`config.mk`:
```
export PLATFORM = sky130hd
export DESIGN_NAME = sdcd_decoder
export DESIGN_NICKNAME = d
export VERILOG_FILES = /design/src/core/sdcd_pkg.sv /design/src/core/sdcd_decoder.sv
export SDC_FILE = /design/constraint.sdc
export NUM_CORES = 1
export LEC_CHECK = 0
export ABC_AREA = 1
export BUFFER_PORTS_ARGS = -buffer_cell sky130_fd_sc_hd__buf_2
export CELL_PAD_IN_SITES_DETAIL_PLACEMENT = 1
export CELL_PAD_IN_SITES_GLOBAL_PLACEMENT = 1
export CORE_UTILIZATION = 35
export CTS_BUF_LIST = sky130_fd_sc_hd__clkbuf_4 sky130_fd_sc_hd__clkbuf_8
export CTS_CLUSTER_DIAMETER = 120
export DETAILED_ROUTE_END_ITERATION = 8
export PLACE_DENSITY = 0.67
export SLEW_MARGIN = 20
export SYNTH_ARGS = -nofsm -noshare
export SYNTH_HDL_FRONTEND = slang
export SYNTH_SLANG_ARGS = --single-unit
```
`constraint.sdc`:
```
create_clock -name MCLK -period 2.4 [get_ports MCLK]
set_clock_uncertainty 0.05 [all_clocks]
set_input_delay 0.24 -clock MCLK [delete_from_list [all_inputs] [get_ports MCLK]]
set_output_delay 0.24 -clock MCLK [all_outputs]
set_load 0.02 [all_outputs]
```
`src/core/sdcd_pkg.sv`:
```
package sdcd_pkg;
  localparam int BANK_W = 3;
  localparam int ROW_W = 16;
  localparam int COL_W = 10;
  localparam int ADDR_W = 16;
  localparam int AUTO_CLOSE_POS = 10;
  localparam int CHOP_SEL_POS = 12;
  localparam int BURST_EIGHT_BEATS = 4;
  localparam int BURST_FOUR_BEATS = 2;
  localparam int CAL_INIT_CYC = 512;
  localparam int CAL_OPER_CYC = 256;
  localparam int CAL_SHORT_CYC = 64;
  localparam int MODE0_LEN_LSB = 0;

  typedef enum logic [3:0] {
    SDCD_NONE = 4'h0,
    SDCD_MRW = 4'h1,
    SDCD_REF = 4'h2,
    SDCD_SR_ENTER = 4'h3,
    SDCD_SR_LEAVE = 4'h4,
    SDCD_PRE = 4'h5,
    SDCD_CLOSE_ALL = 4'h6,
    SDCD_OPEN = 4'h7,
    SDCD_WR = 4'h8,
    SDCD_RD = 4'h9,
    SDCD_LCAL = 4'hA,
    SDCD_SCAL = 4'hB,
    SDCD_PD_ENTER = 4'hC,
    SDCD_PD_LEAVE = 4'hD,
    SDCD_ILL = 4'hE
  } sdcd_cmd_t;

  typedef enum logic [1:0] {
    SDCD_ACTIVE = 2'b00,
    SDCD_PDOWN = 2'b01,
    SDCD_SREF = 2'b10
  } sdcd_state_t;

  typedef struct packed {
    logic cs_n;
    logic ras_n;
    logic cas_n;
    logic we_n;
    logic cke;
  } sdcd_pins_t;

  typedef struct packed {
    sdcd_cmd_t cmd;
    logic [2:0] bank;
    logic [15:0] addr;
    logic auto_close;
    logic chop4;
  } sdcd_out_t;
endpackage

```
`src/core/sdcd_decoder.sv`:
```
// Function
// - Decode from pin levels at clock rise
// - Decode mode write, refresh, precharge, open
// - Decode write, read, idle, calibration, flag bits
// - Clock-enable edges enter/leave powerdown, self refresh
// - Bank, row, column widths are parameters
// - Hard reset active low, asynchronous
// - Termination input never alters decode
// - Bank field targets bank or mode register
// - Self refresh exit without clock dependency
// - Bursts run to completion uninterrupted
// - Mode zero picks fixed or per-command length
// - Idle command registers nothing new
// - Deselect behaves as idle command
// - No internal refresh during powerdown
// - First long calibration uses initial window
// - Unlisted combinations flagged illegal
// - Opened row stays open until precharge
// - Chop bit used only when per-command enabled
`timescale 1ns/1ns
module sdcd_decoder
  import sdcd_pkg::*;
#(
  parameter int BANKS = 8,
  parameter int BA_W = BANK_W,
  parameter int ROWADDR_W = ROW_W,
  parameter int COLADDR_W = COL_W
) (
  // Clock and reset
  input wire logic MCLK,
  input wire logic RESETN,
  // Command pins from the controller, sampled as external inputs
  input wire logic LINK_CK,
  input wire logic CS_N,
  input wire logic RAS_N,
  input wire logic CAS_N,
  input wire logic WE_N,
  input wire logic CKE,
  input wire logic [BA_W-1:0] BA,
  input wire logic [ADDR_W-1:0] ADDR,
  input wire logic TERM_CTRL,
  // Decoded command
  output logic [3:0] CMD,
  output logic CMD_VALID,
  output logic [BA_W-1:0] CMD_BANK,
  output logic [ADDR_W-1:0] CMD_ADDR,
  output logic AUTO_CLOSE,
  output logic CHOP_FOUR,
  // Status
  output logic [1:0] POWER_STATE,
  output logic BURST_BUSY,
  output logic CAL_BUSY,
  output logic INIT_CAL_DONE,
  output logic ILLEGAL,
  output logic [BANKS-1:0] ROW_OPEN,
  output logic [ADDR_W-1:0] MODE_REG0
);
  // Three-stage synchronisers; stage 0 feeds only stage 1
  localparam int SW = 6 + BA_W + ADDR_W;
  logic [SW-1:0] s0, s1, s2;
  logic [SW-1:0] next_s0;
  logic ck_prev, cke_prev;
  logic next_ck_prev, next_cke_prev;
  sdcd_pins_t pins;
  logic [BA_W-1:0] ba_s;
  logic [ADDR_W-1:0] addr_s;
  logic ck_rise, ck_stable;

  always_comb begin
    next_s0 = {LINK_CK, CS_N, RAS_N, CAS_N, WE_N, CKE, BA, ADDR};
  end

  always_ff @(posedge MCLK or negedge RESETN) begin
    if (!RESETN) begin
      s0 <= '0;
      s1 <= '0;
      s2 <= '0;
      ck_prev <= 1'b0;
      // Clock enable taken as high out of reset so the first command decodes
      cke_prev <= 1'b1;
    end else begin
      s0 <= next_s0;
      s1 <= s0;
      s2 <= s1;
      ck_prev <= next_ck_prev;
      cke_prev <= next_cke_prev;
    end
  end

  // Link clock counts as high once stages one and two agree
  assign ck_stable = s1[SW-1] & s2[SW-1];
  assign pins = sdcd_pins_t'(s2[SW-2 -: 5]);
  assign ba_s = s2[BA_W+ADDR_W-1 -: BA_W];
  assign addr_s = s2[ADDR_W-1:0];
  assign ck_rise = ck_stable & ~ck_prev;

  // TERM_CTRL deliberately unused by decode
  sdcd_cmd_t raw;
  logic sr_left, next_sr_left;
  always_comb begin
    next_ck_prev = ck_stable;
    next_cke_prev = ck_rise ? pins.cke : cke_prev;
    raw = SDCD_NONE;
    // An early self refresh exit is still reported as such at the link edge
    if (!cke_prev) begin
      if (pins.cke && (pins.cs_n || (pins.ras_n && pins.cas_n && pins.we_n)))
        raw = (POWER_STATE == SDCD_SREF || sr_left) ? SDCD_SR_LEAVE : SDCD_PD_LEAVE;
    end else if (pins.cs_n) begin
      raw = pins.cke ? SDCD_NONE : SDCD_PD_ENTER;
    end else begin
      case ({pins.ras_n, pins.cas_n, pins.we_n})
        3'b000: raw = pins.cke ? SDCD_MRW : SDCD_ILL;
        3'b001: raw = pins.cke ? SDCD_REF : SDCD_SR_ENTER;
        3'b010: raw = !pins.cke ? SDCD_ILL : addr_s[AUTO_CLOSE_POS] ? SDCD_CLOSE_ALL : SDCD_PRE;
        3'b011: raw = pins.cke ? SDCD_OPEN : SDCD_ILL;
        3'b100: raw = pins.cke ? SDCD_WR : SDCD_ILL;
        3'b101: raw = pins.cke ? SDCD_RD : SDCD_ILL;
        3'b110: raw = !pins.cke ? SDCD_ILL : addr_s[AUTO_CLOSE_POS] ? SDCD_LCAL : SDCD_SCAL;
        3'b111: raw = pins.cke ? SDCD_NONE : SDCD_PD_ENTER;
        default: raw = SDCD_ILL;
      endcase
    end
  end

  // Operational state
  sdcd_state_t pstate, next_pstate;
  logic [2:0] burst_cnt, next_burst_cnt;
  logic [9:0] cal_cnt, next_cal_cnt;
  logic init_done, next_init_done;
  logic [BANKS-1:0] rows, next_rows;
  logic [ADDR_W-1:0] mr0, next_mr0;
  sdcd_out_t o, next_o;
  logic next_valid, valid, next_ill, ill;
  logic chop_pick;
  sdcd_cmd_t eff;
  logic burst_busy, next_burst_busy, cal_busy, next_cal_busy;

  always_comb begin
    eff = ck_rise ? raw : SDCD_NONE;
    // Burst in progress refuses read/write; controller must not try
    if ((eff == SDCD_WR || eff == SDCD_RD) && burst_cnt != 3'h0)
      eff = SDCD_ILL;
    // Opening an already open bank is refused until it is precharged
    if (eff == SDCD_OPEN && rows[ba_s])
      eff = SDCD_ILL;
    next_pstate = pstate;
    next_sr_left = sr_left & ~ck_rise;
    next_burst_cnt = (burst_cnt != 3'h0 && ck_rise) ? burst_cnt - 3'h1 : burst_cnt;
    next_cal_cnt = (cal_cnt != 10'h000) ? cal_cnt - 10'h001 : cal_cnt;
    next_init_done = init_done;
    next_rows = rows;
    next_mr0 = mr0;
    next_o = o;
    next_valid = (eff != SDCD_NONE) && (eff != SDCD_ILL);
    next_ill = eff == SDCD_ILL;
    // Per-command chop only when mode zero enables it; else fixed length
    chop_pick = (mr0[MODE0_LEN_LSB +: 2] == 2'b01) ? ~addr_s[CHOP_SEL_POS]
                                                   : (mr0[MODE0_LEN_LSB +: 2] == 2'b10);
    if (next_valid) begin
      next_o.cmd = eff;
      next_o.bank = ba_s;
      next_o.addr = addr_s;
      next_o.auto_close = addr_s[AUTO_CLOSE_POS];
      next_o.chop4 = (eff == SDCD_WR || eff == SDCD_RD) ? chop_pick : 1'b0;
    end
    case (eff)
      SDCD_MRW: if (ba_s == '0) next_mr0 = addr_s;
      SDCD_OPEN: next_rows[ba_s] = 1'b1;
      SDCD_PRE: next_rows[ba_s] = 1'b0;
      SDCD_CLOSE_ALL: next_rows = '0;
      SDCD_WR, SDCD_RD: begin
        next_burst_cnt = 3'(chop_pick ? BURST_FOUR_BEATS : BURST_EIGHT_BEATS);
        if (addr_s[AUTO_CLOSE_POS]) next_rows[ba_s] = 1'b0;
      end
      SDCD_LCAL: begin
        next_cal_cnt = 10'(init_done ? CAL_OPER_CYC : CAL_INIT_CYC);
        next_init_done = 1'b1;
      end
      SDCD_SCAL: next_cal_cnt = 10'(CAL_SHORT_CYC);
      SDCD_SR_ENTER: next_pstate = SDCD_SREF;
      SDCD_PD_ENTER: next_pstate = SDCD_PDOWN;
      SDCD_SR_LEAVE, SDCD_PD_LEAVE: next_pstate = SDCD_ACTIVE;
      default: next_pstate = next_pstate;
    endcase
    // Self refresh left on settled clock-enable alone, no link edge needed
    if (pstate == SDCD_SREF && pins.cke && s1[SW-6]) begin
      next_pstate = SDCD_ACTIVE;
      next_sr_left = ~ck_rise;
    end
    next_burst_busy = next_burst_cnt != 3'h0;
    next_cal_busy = next_cal_cnt != 10'h000;
  end

  always_ff @(posedge MCLK or negedge RESETN) begin
    if (!RESETN) begin
      pstate <= SDCD_ACTIVE;
      burst_cnt <= 3'h0;
      cal_cnt <= 10'h000;
      init_done <= 1'b0;
      rows <= '0;
      mr0 <= '0;
      o <= '0;
      valid <= 1'b0;
      ill <= 1'b0;
      sr_left <= 1'b0;
      burst_busy <= 1'b0;
      cal_busy <= 1'b0;
    end else begin
      pstate <= next_pstate;
      burst_cnt <= next_burst_cnt;
      cal_cnt <= next_cal_cnt;
      init_done <= next_init_done;
      rows <= next_rows;
      mr0 <= next_mr0;
      o <= next_o;
      valid <= next_valid;
      ill <= next_ill;
      sr_left <= next_sr_left;
      burst_busy <= next_burst_busy;
      cal_busy <= next_cal_busy;
    end
  end

  always_comb begin
    CMD = o.cmd;
    CMD_VALID = valid;
    CMD_BANK = o.bank;
    CMD_ADDR = o.addr;
    AUTO_CLOSE = o.auto_close;
    CHOP_FOUR = o.chop4;
    POWER_STATE = pstate;
    BURST_BUSY = burst_busy;
    CAL_BUSY = cal_busy;
    INIT_CAL_DONE = init_done;
    ILLEGAL = ill;
    ROW_OPEN = rows;
    MODE_REG0 = mr0;
  end

  burst_runs_a: assert property (@(posedge MCLK) disable iff (!RESETN)
    (ck_rise && (eff == SDCD_WR || eff == SDCD_RD)) |=> BURST_BUSY)
    else $error("burst not started");
  refused_a: assert property (@(posedge MCLK) disable iff (!RESETN)
    (ck_rise && raw == SDCD_RD && BURST_BUSY) |=> !CMD_VALID)
    else $error("read accepted during burst");
  pd_enter_a: assert property (@(posedge MCLK) disable iff (!RESETN)
    (eff == SDCD_PD_ENTER) |=> POWER_STATE == SDCD_PDOWN)
    else $error("powerdown not entered");
  sr_enter_a: assert property (@(posedge MCLK) disable iff (!RESETN)
    (eff == SDCD_SR_ENTER) |=> POWER_STATE == SDCD_SREF)
    else $error("self refresh not entered");
  cke_low_a: assert property (@(posedge MCLK) disable iff (!RESETN)
    (ck_rise && !cke_prev && !pins.cke) |=> !CMD_VALID && !ILLEGAL)
    else $error("command decoded with clock enable low");
  row_open_a: assert property (@(posedge MCLK) disable iff (!RESETN)
    (eff == SDCD_OPEN) |=> ROW_OPEN[$past(ba_s)])
    else $error("row not marked open");
  init_cal_a: assert property (@(posedge MCLK) disable iff (!RESETN)
    (eff == SDCD_LCAL && !init_done) |=> (cal_cnt == 10'(CAL_INIT_CYC)) && INIT_CAL_DONE)
    else $error("initial calibration window wrong");
  idle_quiet_a: assert property (@(posedge MCLK) disable iff (!RESETN)
    (eff == SDCD_NONE) |=> !CMD_VALID && $stable(MODE_REG0))
    else $error("idle registered a command");
endmodule // sdcd_decoder

```
# Word-level counts from Yosys, hierarchy flattened
# Index checks and enable logic that the tools add are counted.
classes:
  eq_ne: 28
  muxes: 35
  reduce_logical: 27
  add_sub_neg: 2
  bitwise: 9
  magnitude_cmp: 2
ops:
  columns: ["operator", "n"]
  rows:
  - ["2-to-1 mux 4 bit", 11]
  - ["equality test 4 bit, second input constant", 9]
  - ["case mux 4 bit (8 select lines)", 1]
  - ["case mux 8 bit (4 select lines)", 1]
  - ["equality test 4 x 3 -> 1 bit, second input constant", 5]
  - ["2-to-1 mux 10 bit", 2]
  - ["case mux 10 bit (2 select lines)", 1]
  - ["nonzero test 10 bit", 2]
  - ["2-to-1 mux 3 bit", 6]
  - ["equality test 3 bit, second input constant", 4]
  - ["nonzero test 4 bit", 3]
  - ["logical AND 1 bit", 10]
  - ["subtractor 10 x 1 -> 10 bit, second input constant", 1]
  - ["AND 8 bit", 1]
  - ["2-to-1 mux 8 bit", 1]
  - ["NOT 8 bit", 1]
  - ["OR 8 bit", 1]
  - ["2-to-1 mux 1 bit", 7]
  - ["equality test 3 x 2 -> 1 bit, second input constant", 2]
  - ["logical NOT 3 bit", 2]
  - ["case mux 2 bit (3 select lines)", 1]
  - ["nonzero test 3 bit", 2]
  - ["equality test 2 bit, second input constant", 2]
  - ["equality test 4 x 1 -> 1 bit, second input constant", 1]
  - ["16 further kinds", 26]
totals:
  ff_bits: 147
  inputBits: 28
  wordCells: 124

# Depth between registers and ports, before layout
depth:
  word_depth: 18
  mapped_depth: 21
  ltp_nobuf: 19

# Worst setup path before layout
# Ideal clock, no wire load.
synth_timing:
  kind: "register to register"
  start: "register cke_prev"
  end: "register o, in the netlist CMD[1]"
  t_arrival_ps: 2013
  path_buffers: 2
  synth_period_minus_slack_ps: 2189
  setup_slack_ps: 211
  stages_incl_launch_ff: 18
  setup_ps: 126
  t_required_ps: 2224
  path_cell_list: "dfstp_2 -> inv_2 -> nor2_1 -> nand2_1 -> nor2_1 -> nand2_1 -> clkinv_2 -> nand3_1 -> nor2_2 -> nand2_1 -> nand2_4 -> inv_2 -> nor2_2 -> nand2_2 -> nand2_2 -> buf_6 -> buf_8 -> o21ai_1"
synth_between:
  elab_chain_cells: 11
  word_cells_on_any_way: 13
synth_rtl:
  columns: ["element", "line", "rtl"]
  rows:
  - ["start, declared", "sdcd_decoder.sv:62", "logic ck_prev, cke_prev;"]
  - ["start signal, assigned", "sdcd_decoder.sv:86", "cke_prev <= next_cke_prev;"]
  - ["2-to-1 mux 4 bit *", "sdcd_decoder.sv:105", "if (!cke_prev) begin"]
  - ["2-to-1 mux 4 bit *", "sdcd_decoder.sv:139", "eff = ck_rise ? raw : SDCD_NONE;"]
  - ["equality test 4 bit", "sdcd_decoder.sv:141", "if ((eff == SDCD_WR || eff == SDCD_RD) && burst_cnt != 3'h0)"]
  - ["logical OR 1 bit", "sdcd_decoder.sv:141", null]
  - ["logical AND 1 bit", "sdcd_decoder.sv:141", null]
  - ["2-to-1 mux 4 bit *", "sdcd_decoder.sv:141", null]
  - ["equality test 4 x 3 -> 1 bit", "sdcd_decoder.sv:144", "if (eff == SDCD_OPEN && rows[ba_s])"]
  - ["logical AND 1 bit", "sdcd_decoder.sv:144", null]
  - ["2-to-1 mux 4 bit *", "sdcd_decoder.sv:144", null]
  - ["!= test 4 bit or nonzero test 4 bit (tied branches)", "sdcd_decoder.sv:154", "next_valid = (eff != SDCD_NONE) && (eff != SDCD_ILL);"]
  - ["logical AND 1 bit", "sdcd_decoder.sv:154", null]
  - ["end signal, assigned", "sdcd_decoder.sv:215", "o <= next_o;"]
  - ["end, declared", "sdcd_decoder.sv:132", "sdcd_out_t o, next_o;"]
# Every way passes the cells marked *; elsewhere a longest branch is shown, timed or not.
# A chain may end at the register's enable or synchronous reset.

# Worst setup path in the final report
layout_timing:
  start: "register cke_prev"
  end: "register o, in the netlist CMD[0]"
# The elaborated chain is that of the path after synthesis.

==> results by group <==
Route
  • Routed vias/inst: about 4.5
  • Vias post-DR: approximately 4,300
  • DRT Pass-1 Iters: 4
  • Antenna-violating nets left: 0
  • WL final: ~14,000 um
  • Avg WL per Cell: 14.7 um
  • Initial DRC count: between 100 and 150
  • Remaining DRCs: 0

Finish
  • Multi-input logic area: around 0.0018 mm2
  • Commonest non-fill, non-tap cell in the layout: dfrtp_1
  • Ant diodes: 0
  • Fin cells: about 950
  • Register area: 0.00366 mm2
  • Most frequent cells in the layout: dfrtp_1 (141), nand2_1 (131), inv_1 (83), buf_2 (81), nand3_1 (39)
  • Area grow syn2layout: 31.3%
  • Layout cells sized above 1: about a third
  • Layout net count: about 750
  • Filler instances: between 1,500 and 2,000

CTS
  • CTS Buf Count: 17
  • Clock sink total: 146
  • Root Driver: clkbuf_8
  • Worst skew pair latency: 0.44 ns
  • Htree depth: 4
  • CTS clk-pin slew, worst paths: roughly 0.070 ns
  • CTS tree: built
  • Max Buffers Root-to-Sink: 2

GRT
  • First-pass GRT wire length: 22,800 um
  • Vias in the first global route: ~4,700
  • Largest net degree at the start of global routing: 54
  • Grt ovf: 0
  • Tot GR Track Use: between 15 and 20%
  • Initial antenna violation count: 0

Timing
  • Minimum clock period: ~2.3 ns
  • Final setup fails: 0
  • Fmax: 0.429 GHz
  • Worst slew margin: between 70% and 80%
  • Min Hold Slack: between 0.2 and 0.25 ns
  • Period utilization: 97.1%
  • Slew Limit Fails: 0
  • Worst Tran Pin Value: about 0.38 ns
  • Final Hold Vio Count: 0
  • Unrepaired setup endpoints after global routing: yes

Placed design
  • Hpwl dp: 9200 um
  • Number of I/O port buffers: ~80
  • GP Congestion: 0.840
  • Placed instance count: about 880

Worst setup path
  • Flop2flop setup slack: about 0.071 ns
  • Crit. End Element: flop
  • CP max FO: 15
  • Critical Path Source: cke_prev
  • CP Launch Type: flop
  • Worst r2r src: cke_prev
  • FF-to-FF End: CMD[0]
  • Setup CP Type: reg2reg
  • CP required: 2.72 ns
  • CP Data Arrival Time: between 2 and 3 ns
  • R2R cell count: 16

Yosys
  • YS warnings: 0
  • Mapped Cells: 568
  • Seq/Total Area, Yosys: between 60% and 70%
  • Synth unique cells: 35
  • Post-synthesis cell area: 0.00570 mm2
  • Synthesized Nets: 599
  • Mapped Avg Cell Area: about 10 um2
  • Synth Flop Type: dfrtp_1
  • Number of flops mapped to enable cells by yosys: 0
  • Async set or reset register ratio after synthesis: 100%
  • Flops & latches, synth: roughly 150

Die
  • Core area: 0.0159 mm2
  • Die area: ~0.017 mm2
  • Die height: about 130 um
  • Initial Util: 35.9%
  • Die W: approximately 130 um
  • Io pins: 84
  • Row cnt: 46

Power and ir drop
  • Worst vdd rail ir drop: roughly 0.48 mV
  • P_leak: a little under 4 nW
  • Final Power: around 0.0075 W
  • Power Density: 998 mW/mm2

Min path
  • Worst Hold Class: in2async

Job
  • Max Cap Violations: 0

Run status
  • Status: complete, no violations
[worst max-delay path by stage]
stage / to / slack, ns
after CTS: CMD_ADDR[2] / 0.03
after detailed placement: ROW_OPEN[7] / -0.13
after global routing: CMD_BANK[0] / -0.09
final: CMD[0] / 0.07
after floorplan: CMD[1] / 0.21
after global placement: ROW_OPEN[5] / 0.06
[stage by stage]
step / TNS [ns] / utilization [%] / area (um2) / setup slack, ns
2_1_floorplan: 0 / - / 5700 / 0.211
3_3_place_gp: 0 / 40.9 / 6500 / 0.0603
3_5_place_dp: -1.83 / 40.9 / 6500 / -0.130
4_1_cts: 0 / 46.2 / 7340 / 0.0270
5_1_grt: -1.67 / 47.1 / 7490 / -0.0903
6_report: 0 / 47.1 / 7490 / 0.0708
[cell usage after synthesis, drive strengths merged, types with 3 or more instances]
cell	count	area share [%]
nor3	12	1.1
a21oi	7	0.61
inv	87	5.7
nor2	39	3.8
xor2	3	0.46
nand4	4	0.44
dfrtp	145	64
nand3	43	3.9
buf	11	1.8
ha	3	0.66
nand2	155	11
o21ai	46	5.1
[per-layer routing]
layer / vias to the layer above / part of all wire (%) / global-route usage, %
met5: - / 0 / 0
met4: 0 / 2.0 / 7.32
met3: 16 / 5.5 / 5.82
met2: 87 / 51 / 30.6
met1: 2149 / 42 / 20.9
li1: 2061 / - / -
[layout make-up]
class / instances / area share [%]
clock inverter: 10 / 2.14
inverter: 89 / 4.53
tap: 216 / 3.61
multi-input combinational: 322 / 23.6
sequential: 146 / 48.9
clock buffer: 21 / 3.52
timing repair buffer: 145 / 13.7
[sequential cells by signal (all words and copies together), names as in the netlist, 4 cells and up]
name / count
s2: 25
ROW_OPEN: 8
CMD_ADDR: 16
cal_cnt: 10
s0: 25
CMD: 4
s1: 25
MODE_REG0: 16
[kinds of logic after synthesis]
kind of cell	count (synthesis)	synth area share, %
buf+inv	101	7.74
xor+xnor	3	0.461
compound gates	59	6.49
fa+ha+maj	3	0.658
simple gates	256	20.6
flops	146	64.1
[what timing repair did]
item,CTS,global route
pin swaps,2,12
setup endpoints to repair,31,44
cloned,2,1
buffers inserted,5,10
gates resized for setup,15,45
hold buffers,26,0
endpoints found under the hold margin,60,0
[where the power goes]
part           total (W)  internal (W)  switching, W  leakage, nW
logic            0.00222      0.000832       0.00139         1.87
registers        0.00320       0.00291      0.000287         1.77
clock network    0.00205       0.00117      0.000884        0.217
[worst max-delay path, cell delays in order (launching register included)]
cell     delay (ns)
dfstp_2        0.55
buf_6          0.12
a21oi_2        0.05
nor2_4         0.15
nand2_2        0.09
nor2_4         0.19
nand2_4        0.10
nor2_8         0.14
nor2_4         0.06
nand2_4        0.10
inv_4          0.05
nor2_4         0.07
nand2_2        0.07
nand2_4        0.15
buf_12         0.20
nand2_1        0.07
nand2_1        0.05
(Power assumes the default switching activity.)
